[src/psc_pkg.sv]
// Purpose: Shared constants for the power and system control register block.
// Assumes: 100 MHz ref_clk, Avalon-MM word addressing (index = word address).
// Notes:   Summary of operation is listed below; tags appear in the module bodies.
//
// Summary of operation
// With the diagnostic map bit set, pin 2 drives the reference-on state and pin 1 the woken-up flag.
// The debug host must detach before sleep with the diagnostic map set, since pin 2 is its clock.
// A two-bit field picks the bus clock divider used while memory is mirrored into RAM.
// A read/write bit, one after reset, holds the radio digital part powered down.
// A read/write bit, one after reset, holds the timer power domain powered down.
// With the reset-after-wake bit set, waking from sleep triggers a hardware reset.
// Writing one to bit 15 of system control resets the device except that register and trim.
// The power sequencer gives up waiting for analog start after 2 ms unless timeout is disabled.
// Debug code 0 is off, code 1 puts clock on pin 2 and data on pin 5, code 2 data on pin 1.
// Boot code loads the debug field; while it is zero the debug pins are plain GPIO.
// Debug code 3 puts the clock on pin 2 and data on pin 10.
// A read-only status bit shows one while a debug host is attached to the core.
// Reserved read/write bits store and return written values and do nothing else.
package psc_pkg;

  // Register addresses; the bus word address is the low bits of each
  localparam logic [31:0] PUC_IDX  = 32'h5000_0010;
  localparam logic [31:0] SC_IDX   = 32'h5000_0012;
  localparam logic [31:0] STAT_IDX = 32'h5000_0014;

  // Power unit control fields
  localparam int          PUC_DIAG_BIT  = 6;
  localparam int          PUC_DIV_LSB   = 4;
  localparam int          PUC_RADIO_BIT = 2;
  localparam int          PUC_TIMER_BIT = 1;
  localparam int          PUC_RAW_BIT   = 0;
  localparam logic [15:0] PUC_RESET     = 16'h0006;
  localparam logic [15:0] PUC_RW_MASK   = 16'h007F;

  // System control fields
  localparam int          SC_SWRST_BIT = 15;
  localparam int          SC_TMO_BIT   = 10;
  localparam int          SC_DBG_LSB   = 7;
  localparam logic [15:0] SC_RESET     = 16'h0020;
  localparam logic [15:0] SC_RW_MASK   = 16'h07FF;

  // Status fields
  localparam int STAT_TMO_BIT = 8;
  localparam int STAT_DBG_BIT = 4;
  localparam int STAT_TUP_BIT = 3;
  localparam int STAT_TDN_BIT = 2;
  localparam int STAT_RUP_BIT = 1;
  localparam int STAT_RDN_BIT = 0;

  // Debug routing codes and pins
  localparam logic [1:0] DBG_OFF   = 2'h0;
  localparam logic [1:0] DBG_PIN5  = 2'h1;
  localparam logic [1:0] DBG_PIN1  = 2'h2;
  localparam logic [1:0] DBG_PIN10 = 2'h3;
  localparam int         CLK_PIN   = 2;
  localparam int         WOKE_PIN  = 1;

  // Analog start-up timeout
  localparam int CLK_PERIOD_NS = 10;
  localparam int TIMEOUT_MS    = 2;
  localparam int TIMEOUT_CYC   = (TIMEOUT_MS * 1000000) / CLK_PERIOD_NS;

  // Power sequencer states
  typedef enum logic [2:0] {
    PSC_IDLE = 3'b001,
    PSC_WAIT = 3'b010,
    PSC_DONE = 3'b100
  } psc_state_e;

endpackage : psc_pkg

[src/psc_pwr_seq.sv]
// Purpose: Power sequencer step that waits for the analog blocks to start.
// Assumes: start is a one-cycle pulse; analog_ready is synchronous.
// Notes:   A start while busy is ignored.
module psc_pwr_seq
  import psc_pkg::*;
#(
  parameter int CNT_W   = 18,
  parameter int TMO_CYC = TIMEOUT_CYC
)(
  // Clock and reset
  input  wire logic ref_clk,
  input  wire logic rst_n,
  // Control
  input  wire logic start,
  input  wire logic analog_ready,
  input  wire logic timeout_disable,
  // Status
  output logic      busy,
  output logic      done,
  output logic      timed_out
);

  localparam logic [CNT_W-1:0] CNT_LAST = CNT_W'(TMO_CYC - 1);

  psc_state_e       state_q;
  psc_state_e       state_d;
  logic [CNT_W-1:0] cnt_q;
  wire              expired;

  // timeout unless disabled
  assign expired = !timeout_disable && (cnt_q == CNT_LAST);

  // Next state
  always_comb
  begin
    state_d = state_q;
    case (state_q)
      PSC_IDLE: if (start) state_d = PSC_WAIT;
      PSC_WAIT: if (analog_ready || expired) state_d = PSC_DONE;
      PSC_DONE: state_d = PSC_IDLE;
      default:  state_d = PSC_IDLE;
    endcase
  end

  // State and wait counter
  always_ff @(posedge ref_clk)
  begin
    if (!rst_n)
    begin
      state_q <= PSC_IDLE;
      cnt_q   <= '0;
    end
    else
    begin
      state_q <= state_d;
      cnt_q   <= (state_q == PSC_WAIT) ? cnt_q + 1'b1 : '0;
    end
  end

  // Timeout flag holds until the next start
  always_ff @(posedge ref_clk)
  begin
    if (!rst_n)
      timed_out <= 1'b0;
    else if (state_q == PSC_WAIT && !analog_ready && expired)
      timed_out <= 1'b1;
    else if (state_q == PSC_IDLE && start)
      timed_out <= 1'b0;
  end

  assign busy = (state_q == PSC_WAIT);
  assign done = (state_q == PSC_DONE);

endmodule : psc_pwr_seq

[src/psc_top.sv]
// Purpose: Power unit and system control registers with pin routing.
// Assumes: Avalon-MM slave with one wait state, word addressing, 32-bit data.
// Notes:   Pin outputs lag their causes by one clock; all outputs are flopped.
//
// Design decision made here: the Avalon-MM register port.
module psc_top
  import psc_pkg::*;
#(
  parameter int ADDR_W   = 8,
  parameter int NUM_P0   = 11,
  parameter int TMO_CYC  = TIMEOUT_CYC,
  parameter int CNT_W    = 18
)(
  // Clock and reset
  input  wire logic              ref_clk,
  input  wire logic              rst_n,
  // Avalon-MM slave
  input  wire logic [ADDR_W-1:0] avs_address,
  input  wire logic              avs_read,
  input  wire logic              avs_write,
  input  wire logic [3:0]        avs_byteenable,
  input  wire logic [31:0]       avs_writedata,
  output logic      [31:0]       avs_readdata,
  output logic                   avs_waitrequest,
  // Port 0 pads
  input  wire logic [NUM_P0-1:0] p0_in,
  output logic      [NUM_P0-1:0] p0_out,
  output logic      [NUM_P0-1:0] p0_oe,
  // GPIO controller side
  input  wire logic [NUM_P0-1:0] gpio_out,
  input  wire logic [NUM_P0-1:0] gpio_oe,
  output logic      [NUM_P0-1:0] gpio_in,
  // Debug port side
  input  wire logic              dbg_dio_out,
  input  wire logic              dbg_dio_oe,
  input  wire logic              debug_host_attached,
  output logic                   dbg_clk,
  output logic                   dbg_dio_in,
  output logic                   dbg_enabled,
  // Analog and wake status
  input  wire logic              reference_on_indicator,
  input  wire logic              power_woken_up,
  input  wire logic              wake_event,
  input  wire logic              mirror_active,
  input  wire logic              pwr_seq_start,
  input  wire logic              analog_ready,
  // Power and reset controls
  output logic                   radio_powerdown,
  output logic                   timer_domain_powerdown,
  output logic [1:0]             mirror_clk_div,
  output logic                   hw_reset_req,
  output logic                   software_device_reset,
  output logic                   pwr_seq_done
);

  // Register storage
  logic [15:0] puc_q;
  logic [15:0] sc_q;
  logic        wait_q;
  logic        hw_rst_q;
  logic        sw_rst_q;

  // Sequencer status
  wire seq_busy;
  wire seq_done;
  wire seq_timed_out;

  // Address decode for mapped registers
  function automatic logic hit(input logic [ADDR_W-1:0] a, input logic [31:0] idx);
    hit = (a == idx[ADDR_W-1:0]);
  endfunction : hit

  // Byte-lane merge of a 16-bit register
  function automatic logic [15:0] merge(input logic [15:0] cur, input logic [15:0] wd,
                                        input logic [1:0] be, input logic [15:0] mask);
    logic [15:0] lanes;
    lanes = {{8{be[1]}}, {8{be[0]}}} & mask;
    merge = (cur & ~lanes) | (wd & lanes);
  endfunction : merge

  // Bus request qualifiers
  wire        req      = avs_read || avs_write;
  wire        accept   = req && !wait_q;
  wire        hit_puc  = hit(avs_address, PUC_IDX);
  wire        hit_sc   = hit(avs_address, SC_IDX);
  wire        hit_stat = hit(avs_address, STAT_IDX);
  wire        wr_puc   = accept && avs_write && hit_puc;
  wire        wr_sc    = accept && avs_write && hit_sc;
  wire [15:0] wdata    = avs_writedata[15:0];

  // write-one to bit 15 fires reset
  wire sw_rst_hit = wr_sc && avs_byteenable[1] && wdata[SC_SWRST_BIT];

  // wake with reset-after-wake set
  wire hw_rst_hit = wake_event && puc_q[PUC_RAW_BIT];

  // Named fields
  wire       wake_diag_pin_map = puc_q[PUC_DIAG_BIT];
  wire [1:0] dbg_sel           = sc_q[SC_DBG_LSB +: 2];
  wire       timeout_disable   = sc_q[SC_TMO_BIT];

  // status word, read only
  wire [15:0] stat_word;
  assign stat_word = 16'((32'(seq_timed_out) << STAT_TMO_BIT)
                   | (32'(debug_host_attached) << STAT_DBG_BIT)
                   | (32'(!puc_q[PUC_TIMER_BIT]) << STAT_TUP_BIT)
                   | (32'(puc_q[PUC_TIMER_BIT]) << STAT_TDN_BIT)
                   | (32'(!puc_q[PUC_RADIO_BIT]) << STAT_RUP_BIT)
                   | (32'(puc_q[PUC_RADIO_BIT]) << STAT_RDN_BIT));

  // Read mux; unmapped reads return zero, bit 15 of system control reads zero
  wire [15:0] rd_sel;
  assign rd_sel = hit_puc  ? (puc_q & PUC_RW_MASK) :
                  hit_sc   ? (sc_q & SC_RW_MASK)   :
                  hit_stat ? stat_word             : 16'h0000;

  // One wait state: waitrequest drops for exactly one cycle per request
  always_ff @(posedge ref_clk)
  begin
    if (!rst_n)
      wait_q <= 1'b1;
    else
      wait_q <= !(req && wait_q);
  end

  // Read data captured while waitrequest is high, stands in the answer cycle
  always_ff @(posedge ref_clk)
  begin
    if (!rst_n)
      avs_readdata <= 32'h0000_0000;
    else if (req && wait_q && avs_read)
      avs_readdata <= {16'h0000, rd_sel};
  end

  assign avs_waitrequest = wait_q;

  // Reset pulses; held one cycle so the resets below follow them
  always_ff @(posedge ref_clk)
  begin
    if (!rst_n)
    begin
      hw_rst_q <= 1'b0;
      sw_rst_q <= 1'b0;
    end
    else
    begin
      hw_rst_q <= hw_rst_hit;
      sw_rst_q <= sw_rst_hit;
    end
  end

  // power unit control falls back to reset on either reset pulse
  // reserved bits kept in storage but drive nothing
  always_ff @(posedge ref_clk)
  begin
    if (!rst_n || hw_rst_q || sw_rst_q)
      puc_q <= PUC_RESET;
    else if (wr_puc)
      puc_q <= merge(puc_q, wdata, avs_byteenable[1:0], PUC_RW_MASK);
  end

  // system control is spared by the software reset
  // debug field written by boot code, zero after reset
  always_ff @(posedge ref_clk)
  begin
    if (!rst_n || hw_rst_q)
      sc_q <= SC_RESET;
    else if (wr_sc)
      sc_q <= merge(sc_q, wdata, avs_byteenable[1:0], SC_RW_MASK);
  end

  // analog start-up wait with timeout
  psc_pwr_seq #(
    .CNT_W   (CNT_W),
    .TMO_CYC (TMO_CYC)
  ) u_seq (
    .ref_clk         (ref_clk),
    .rst_n           (rst_n),
    .start           (pwr_seq_start),
    .analog_ready    (analog_ready),
    .timeout_disable (timeout_disable),
    .busy            (seq_busy),
    .done            (seq_done),
    .timed_out       (seq_timed_out)
  );

  // data pin index for each debug code
  function automatic int dio_pin(input logic [1:0] sel);
    case (sel)
      DBG_PIN5:  dio_pin = 5;
      DBG_PIN1:  dio_pin = 1;
      DBG_PIN10: dio_pin = 10;
      default:   dio_pin = -1;
    endcase
  endfunction : dio_pin

  // debug routing only when the field is nonzero
  wire dbg_on = (dbg_sel != DBG_OFF);
  wire dbg_dio_in_d;
  assign dbg_dio_in_d = (dio_pin(dbg_sel) >= 0) ? p0_in[dio_pin(dbg_sel)] : 1'b0;

  // Per-pin output selection
  logic [NUM_P0-1:0] out_d;
  logic [NUM_P0-1:0] oe_d;

  genvar gi;
  generate
    for (gi = 0; gi < NUM_P0; gi++)
    begin : g_pin
      // data pin and clock pin taken from GPIO while debug is on
      // code three lands on pin 10 through the same lookup
      wire is_dio = dbg_on && (dio_pin(dbg_sel) == gi);
      wire is_clk = dbg_on && (gi == CLK_PIN);
      // diagnostic map overrides both; host should be gone by then
      wire is_diag = wake_diag_pin_map && (gi == CLK_PIN || gi == WOKE_PIN);
      wire diag_val = (gi == CLK_PIN) ? reference_on_indicator : power_woken_up;
      assign out_d[gi] = is_diag ? diag_val :
                         is_dio  ? dbg_dio_out :
                         is_clk  ? 1'b0 : gpio_out[gi];
      assign oe_d[gi]  = is_diag ? 1'b1 :
                         is_dio  ? dbg_dio_oe :
                         is_clk  ? 1'b0 : gpio_oe[gi];
    end
  endgenerate

  // Pad and debug-side registers
  always_ff @(posedge ref_clk)
  begin
    if (!rst_n)
    begin
      p0_out      <= '0;
      p0_oe       <= '0;
      gpio_in     <= '0;
      dbg_clk     <= 1'b0;
      dbg_dio_in  <= 1'b0;
      dbg_enabled <= 1'b0;
    end
    else
    begin
      p0_out      <= out_d;
      p0_oe       <= oe_d;
      gpio_in     <= p0_in;
      dbg_clk     <= dbg_on ? p0_in[CLK_PIN] : 1'b0;
      dbg_dio_in  <= dbg_dio_in_d;
      dbg_enabled <= dbg_on;
    end
  end

  // Power and reset outputs
  always_ff @(posedge ref_clk)
  begin
    if (!rst_n)
    begin
      radio_powerdown        <= 1'b1;
      timer_domain_powerdown <= 1'b1;
      mirror_clk_div         <= 2'h0;
      hw_reset_req           <= 1'b0;
      software_device_reset  <= 1'b0;
      pwr_seq_done           <= 1'b0;
    end
    else
    begin
      // radio held down while bit is one
      radio_powerdown        <= puc_q[PUC_RADIO_BIT];
      // timer domain held down while bit is one
      timer_domain_powerdown <= puc_q[PUC_TIMER_BIT];
      // divider applies only during mirroring
      mirror_clk_div         <= mirror_active ? puc_q[PUC_DIV_LSB +: 2] : 2'h0;
      // hardware reset request after wake
      hw_reset_req           <= hw_rst_hit;
      // device-wide software reset pulse
      software_device_reset  <= sw_rst_hit;
      pwr_seq_done           <= seq_done && !seq_busy;
    end
  end

endmodule : psc_top

[config.mk]
export PLATFORM = sky130hd
export DESIGN_NAME = psc_top
export DESIGN_NICKNAME = d
export VERILOG_FILES = /design/src/psc_pkg.sv /design/src/psc_pwr_seq.sv /design/src/psc_top.sv
export SDC_FILE = /design/constraint.sdc
export NUM_CORES = 1
export LEC_CHECK = 0
export BUFFER_PORTS_ARGS = -buffer_cell sky130_fd_sc_hd__buf_2
export CORE_UTILIZATION = 48
export CTS_CLUSTER_SIZE = 28
export DETAILED_ROUTE_END_ITERATION = 12
export PLACE_DENSITY_LB_ADDON = 0.15
export SLEW_MARGIN = 0
export SYNTH_ARGS = -nofsm -noshare
export SYNTH_HDL_FRONTEND = slang
export SYNTH_SLANG_ARGS = --single-unit
[constraint.sdc]
create_clock -name ref_clk -period 2.5 [get_ports ref_clk]
set_clock_uncertainty 0.2 [all_clocks]
set_input_delay 0.375 -clock ref_clk [delete_from_list [all_inputs] [get_ports ref_clk]]
set_output_delay 0.375 -clock ref_clk [all_outputs]
set_load 0.005 [all_outputs]
Word level (Yosys, flattened, before mapping) --
Index checks and enable logic that the tools add are counted.
Word-level totals: bits in registers 114, output and inout bits 76, input bits 90, logic and storage cells 142
Operators by class: reductions and logical operators 45, add/sub/neg operators 1, bitwise gates (word level) 13, equality and inequality tests 22, multiplexer cells 40, magnitude comparators 2
Operators by type and width (count):
- == test 32 x 4 -> 1 bit (second input constant) | 4
- == test 32 x 5 -> 1 bit (second input constant) | 3
- one-hot mux 32 bit (3 select lines) | 1
- == test 32 x 3 -> 1 bit (second input constant) | 2
- AND 16 bit | 2
- == test 32 x 2 -> 1 bit (second input constant) | 1
- greater-or-equal comparator 32 x 1 -> 1 bit (second input constant) | 1
- zero test 32 bit | 1
- less-than comparator 32 x 6 -> 1 bit (second input constant) | 1
- 2-to-1 mux 1 bit | 32
- bitwise OR 16 bit | 2
- logical AND 1 bit | 25
- == test 8 x 5 -> 1 bit (second input constant) | 3
- 2-to-1 mux 11 bit | 2
- adder 18 x 1 -> 18 bit (second input constant) | 1
- == test 18 bit (second input constant) | 1
- AND 16 x 11 -> 16 bit | 1
- AND 16 x 7 -> 16 bit | 1
- inverter 11 -> 16 bit | 1
- inverter 7 -> 16 bit | 1
- AND reduction 2 bit | 5
- 2-to-1 mux 9 bit | 1
- bitwise OR 9 x 1 -> 9 bit | 1
- bitwise OR 9 x 2 -> 9 bit | 1
- 16 further kinds | 29

Logic depth before layout (Yosys ltp) --
word-level depth 8, mapped depth 6, depth with buffers taken out 6

By module --
A second synthesis with hierarchy kept.
Unflattened totals: cells, all modules 407, area, all modules 3838.7 sq um
By module, submodules not included:
- psc_top | area an instance 2870.3 sq um, cells each 296, times used 1, sequential area each 1461.4 sq um
- psc_pwr_seq | area an instance 968.4 sq um, cells each 111, times used 1, sequential area each 440.4 sq um

Least setup slack after synthesis --
No wires, ideal clock.
path kind input port to flip-flop, start point in avs_address[5], end point reg with a tool-made name, library setup time 128 ps, required time 2172 ps, buffers on the path 0, arrival 1555 ps, stages 4, path slack 617 ps, cells stage by stage nor4b_1 -> nand4_2 -> mux2i_1 -> nor2_1
RTL lines:
- from (decl) | line psc_top.sv:18 | input wire logic [ADDR_W-1:0] avs_address,

==> metrics.md <==
| Metric | Value |
|---|---|
| FFs w/ async S/R, synth | 0% |
| Residual DRC | 0 |
| Finished Cell Area | 4867 um^2 |
| Synthesized cell area | 3984 um^2 |
| Largest area contributor in the netlist | dfxtp_1 |
| VDD IR max | 239.3 uV |
| Syn_area_per_cell | 9.646 um^2 |
| Clk_lat worst skew | 0.35 ns |
| Drt first-iter violations | 126 |
| Chip height | 93.10 um |
| Slew headroom | 54.53% |
| Leak | 2.218 nW |
| WS Path Type | reg -> reg |
| EDFF count, synth | 0 |
| Synth Register Bits | 95 |
| Outcome | finished clean |
| Input/output buffers | 122 |
| HP Class | in -> reg |
| First-pass GRT wire length | 14.17 mm |
| Core ar. | 7888 um^2 |
| N_diodes | 0 |
| CTS Hold Bufs | 0 |
| Most used flip-flop cell after synthesis | dfxtp_1 |
| Sequential share of the synthesized area | 47.74% |
| Nets@finish | 637 |
| Clk sink count | 95 |
| H-Tree Level Count | 3 |
| CP Data Arrival Time | 2.07 ns |
| Post-CTS Setup Bufs | 0 |
| Synth cell types | 56 |
| CP Max Fanout | 7 |
| Minimum hold slack | 0.01647 ns |
| Maxcap violations | 0 |
| Final Hold Fails | 0 |
| 1st-pass router iterations | 4 |
| Placed Instance Area | 4633 um^2 |
| Io pins | 166 |
| Dpl ws | 0.4787 ns |
| Final setup margin | 0.4817 ns |
| Gr ovfl total | 0 |
| Post-Route WL | 8.788 mm |
| TNS Setup | 0 ns |
| Share of the synthesized area in the top cell type | 47.74% |
| Initial antenna violation count | 0 |
| Fraction of layout cells with a size suffix above 1 | 29.34% |
| Routed vias/inst | 5.076 |
| CTS tree | yes |
| Antenna Nets Post-Route | 0 |
| All-Layer GR Usage | 20.90% |
| Clock root buffer | clkbuf_8 |
| Die area | 8668 um^2 |
| Endpoint class of the critical path | flip-flop |
| Vias in the first global route | 3024 |
| Leading cell types in the layout, fill and taps excluded | 122 x buf_2, 95 x dfxtp_1, 32 x nor2_1, 28 x nand2_1, 26 x and2_1 |
| Max Fclk | 495.5 MHz |
| Clk pin slew, worst setup/hold paths | 0.09 ns |
| Worst R2R Setup Slack | 0.48 ns |
| Maximum clock path buffer count | 2 |
| Syn. warnings | 0 |
| Slew Viols, Final | 0 |
| Row Count | 32 |
| Pwr Total | 0.002935 W |
| Post-CTS Resized | 0 |
| CP startpoint kind | flip-flop |
| Detail Placement HPWL | 6.476 mm |
| Synth-to-Final Area Change | 22.17% |
| Pin slew with the least headroom to its limit | 0.6795 ns |
| Final GP Congestion | 0.7808 |
| Tmin final | 2.018 ns |
| Final setup vio count | 0 |
| Routed wire length per instance | 13.65 um |
| Ranking of synthesized cells by area | dfxtp_1 48%, mux2i_1 6.3%, and2_1 4.1% |
| Power per cell area | 602.9 nW/um^2 |
| Most common cell after layout, fill and taps aside | buf_2 |
| WP data required | 2.55 ns |
| RSZ-0062 raised after global routing | no |
| Via count | 3269 |
| Syn Inst Count | 413 |
| Largest net degree at the start of global routing | 35 |
| Tcrit/Tclk final | 80.73% |
| Die W | 93.10 um |
| TritonCTS Buffers | 9 |
| Initial Util | 50.51% |
-- final cells by class --
cell class | count | area [um^2]
multi-input combinational | 297 | 1914
clock inverter | 5 | 106.4
clock buffer | 10 | 127.6
tap | 102 | 127.6
fill | 701 | 3020
timing repair buffer | 130 | 670.6
inverter | 5 | 18.77
sequential | 95 | 1902
-- power breakdown --
group / total [W] / switching [W] / internal (W)
logic: 0.000198 / 0.000102 / 0.0000967
clock network: 0.00118 / 0.000519 / 0.000663
registers: 0.00155 / 0.0000101 / 0.00154
total: 0.00293 / 0.000630 / 0.00230
-- metrics by stage --
step / util, % / cells
2_1_floorplan: - / 433
3_3_place_gp: 58.74 / 629
3_5_place_dp: 58.74 / 629
4_1_cts: 61.71 / 644
5_1_grt: 61.71 / 644
6_report: 61.71 / 644
-- layer usage --
layer / share of wire (%) / wire length (um) / global-route usage, % / up-vias
li1: - / - / - / 1627
met3: 7.9 / 697 / 5.285 / 12
met5: 0 / 0 / 0 / -
met1: 45 / 3932 / 25.99 / 1488
met2: 45 / 3988 / 34.80 / 142
met4: 1.9 / 170 / 7.821 / 0
-- worst paths after layout --
check                                startpoint  depth (start not counted)                      end
setup / recovery                      flip-flop                          6    dbg_dio_in$_SDFF_PN0_
hold / removal                       gpio_oe[9]                          2      p0_oe[9]$_SDFF_PN0_
setup reg to reg                      flip-flop                          6    dbg_dio_in$_SDFF_PN0_
hold reg to reg   u_seq.state_q[1]$_SDFFE_PN0P_                          1  pwr_seq_done$_SDFF_PN0_
-- worst max-delay path, cell delays in order, from the launching register on --
cell	delay (ns)
dfxtp_1	0.48
inv_1	0.14
ha_1	0.43
mux2_2	0.36
nand2_1	0.07
a21oi_1	0.07
o21a_1	0.17
-- cell usage after synthesis (4+ instances only) --
cell type and n:
a21boi_0 7, a21oi_1 11, a22oi_1 4, and2_1 26
and3_1 5, and3b_1 4, buf_4 21, clkbuf_1 10
dfxtp_1 95, ha_1 9, inv_1 5, mux2i_1 25
nand2_1 28, nand2b_1 7, nand3_1 14, nand4_1 7
nor2_1 32, nor2b_1 15, nor3_1 7, o21ai_0 13
or3_1 5, xnor2_1 5, xor2_1 6
-- cell families after synthesis --
family	synth area share, %
other	0.09413
multiplexers	6.847
flip-flops	47.74
AO/OA/AOI/OAI	8.574
AND/OR/NAND/NOR	25.41
XOR/XNOR	2.418
adder cells (fa/ha/maj)	2.827
buffers and inverters	6.093
No activity file was read; power rests on OpenSTA's default activity.
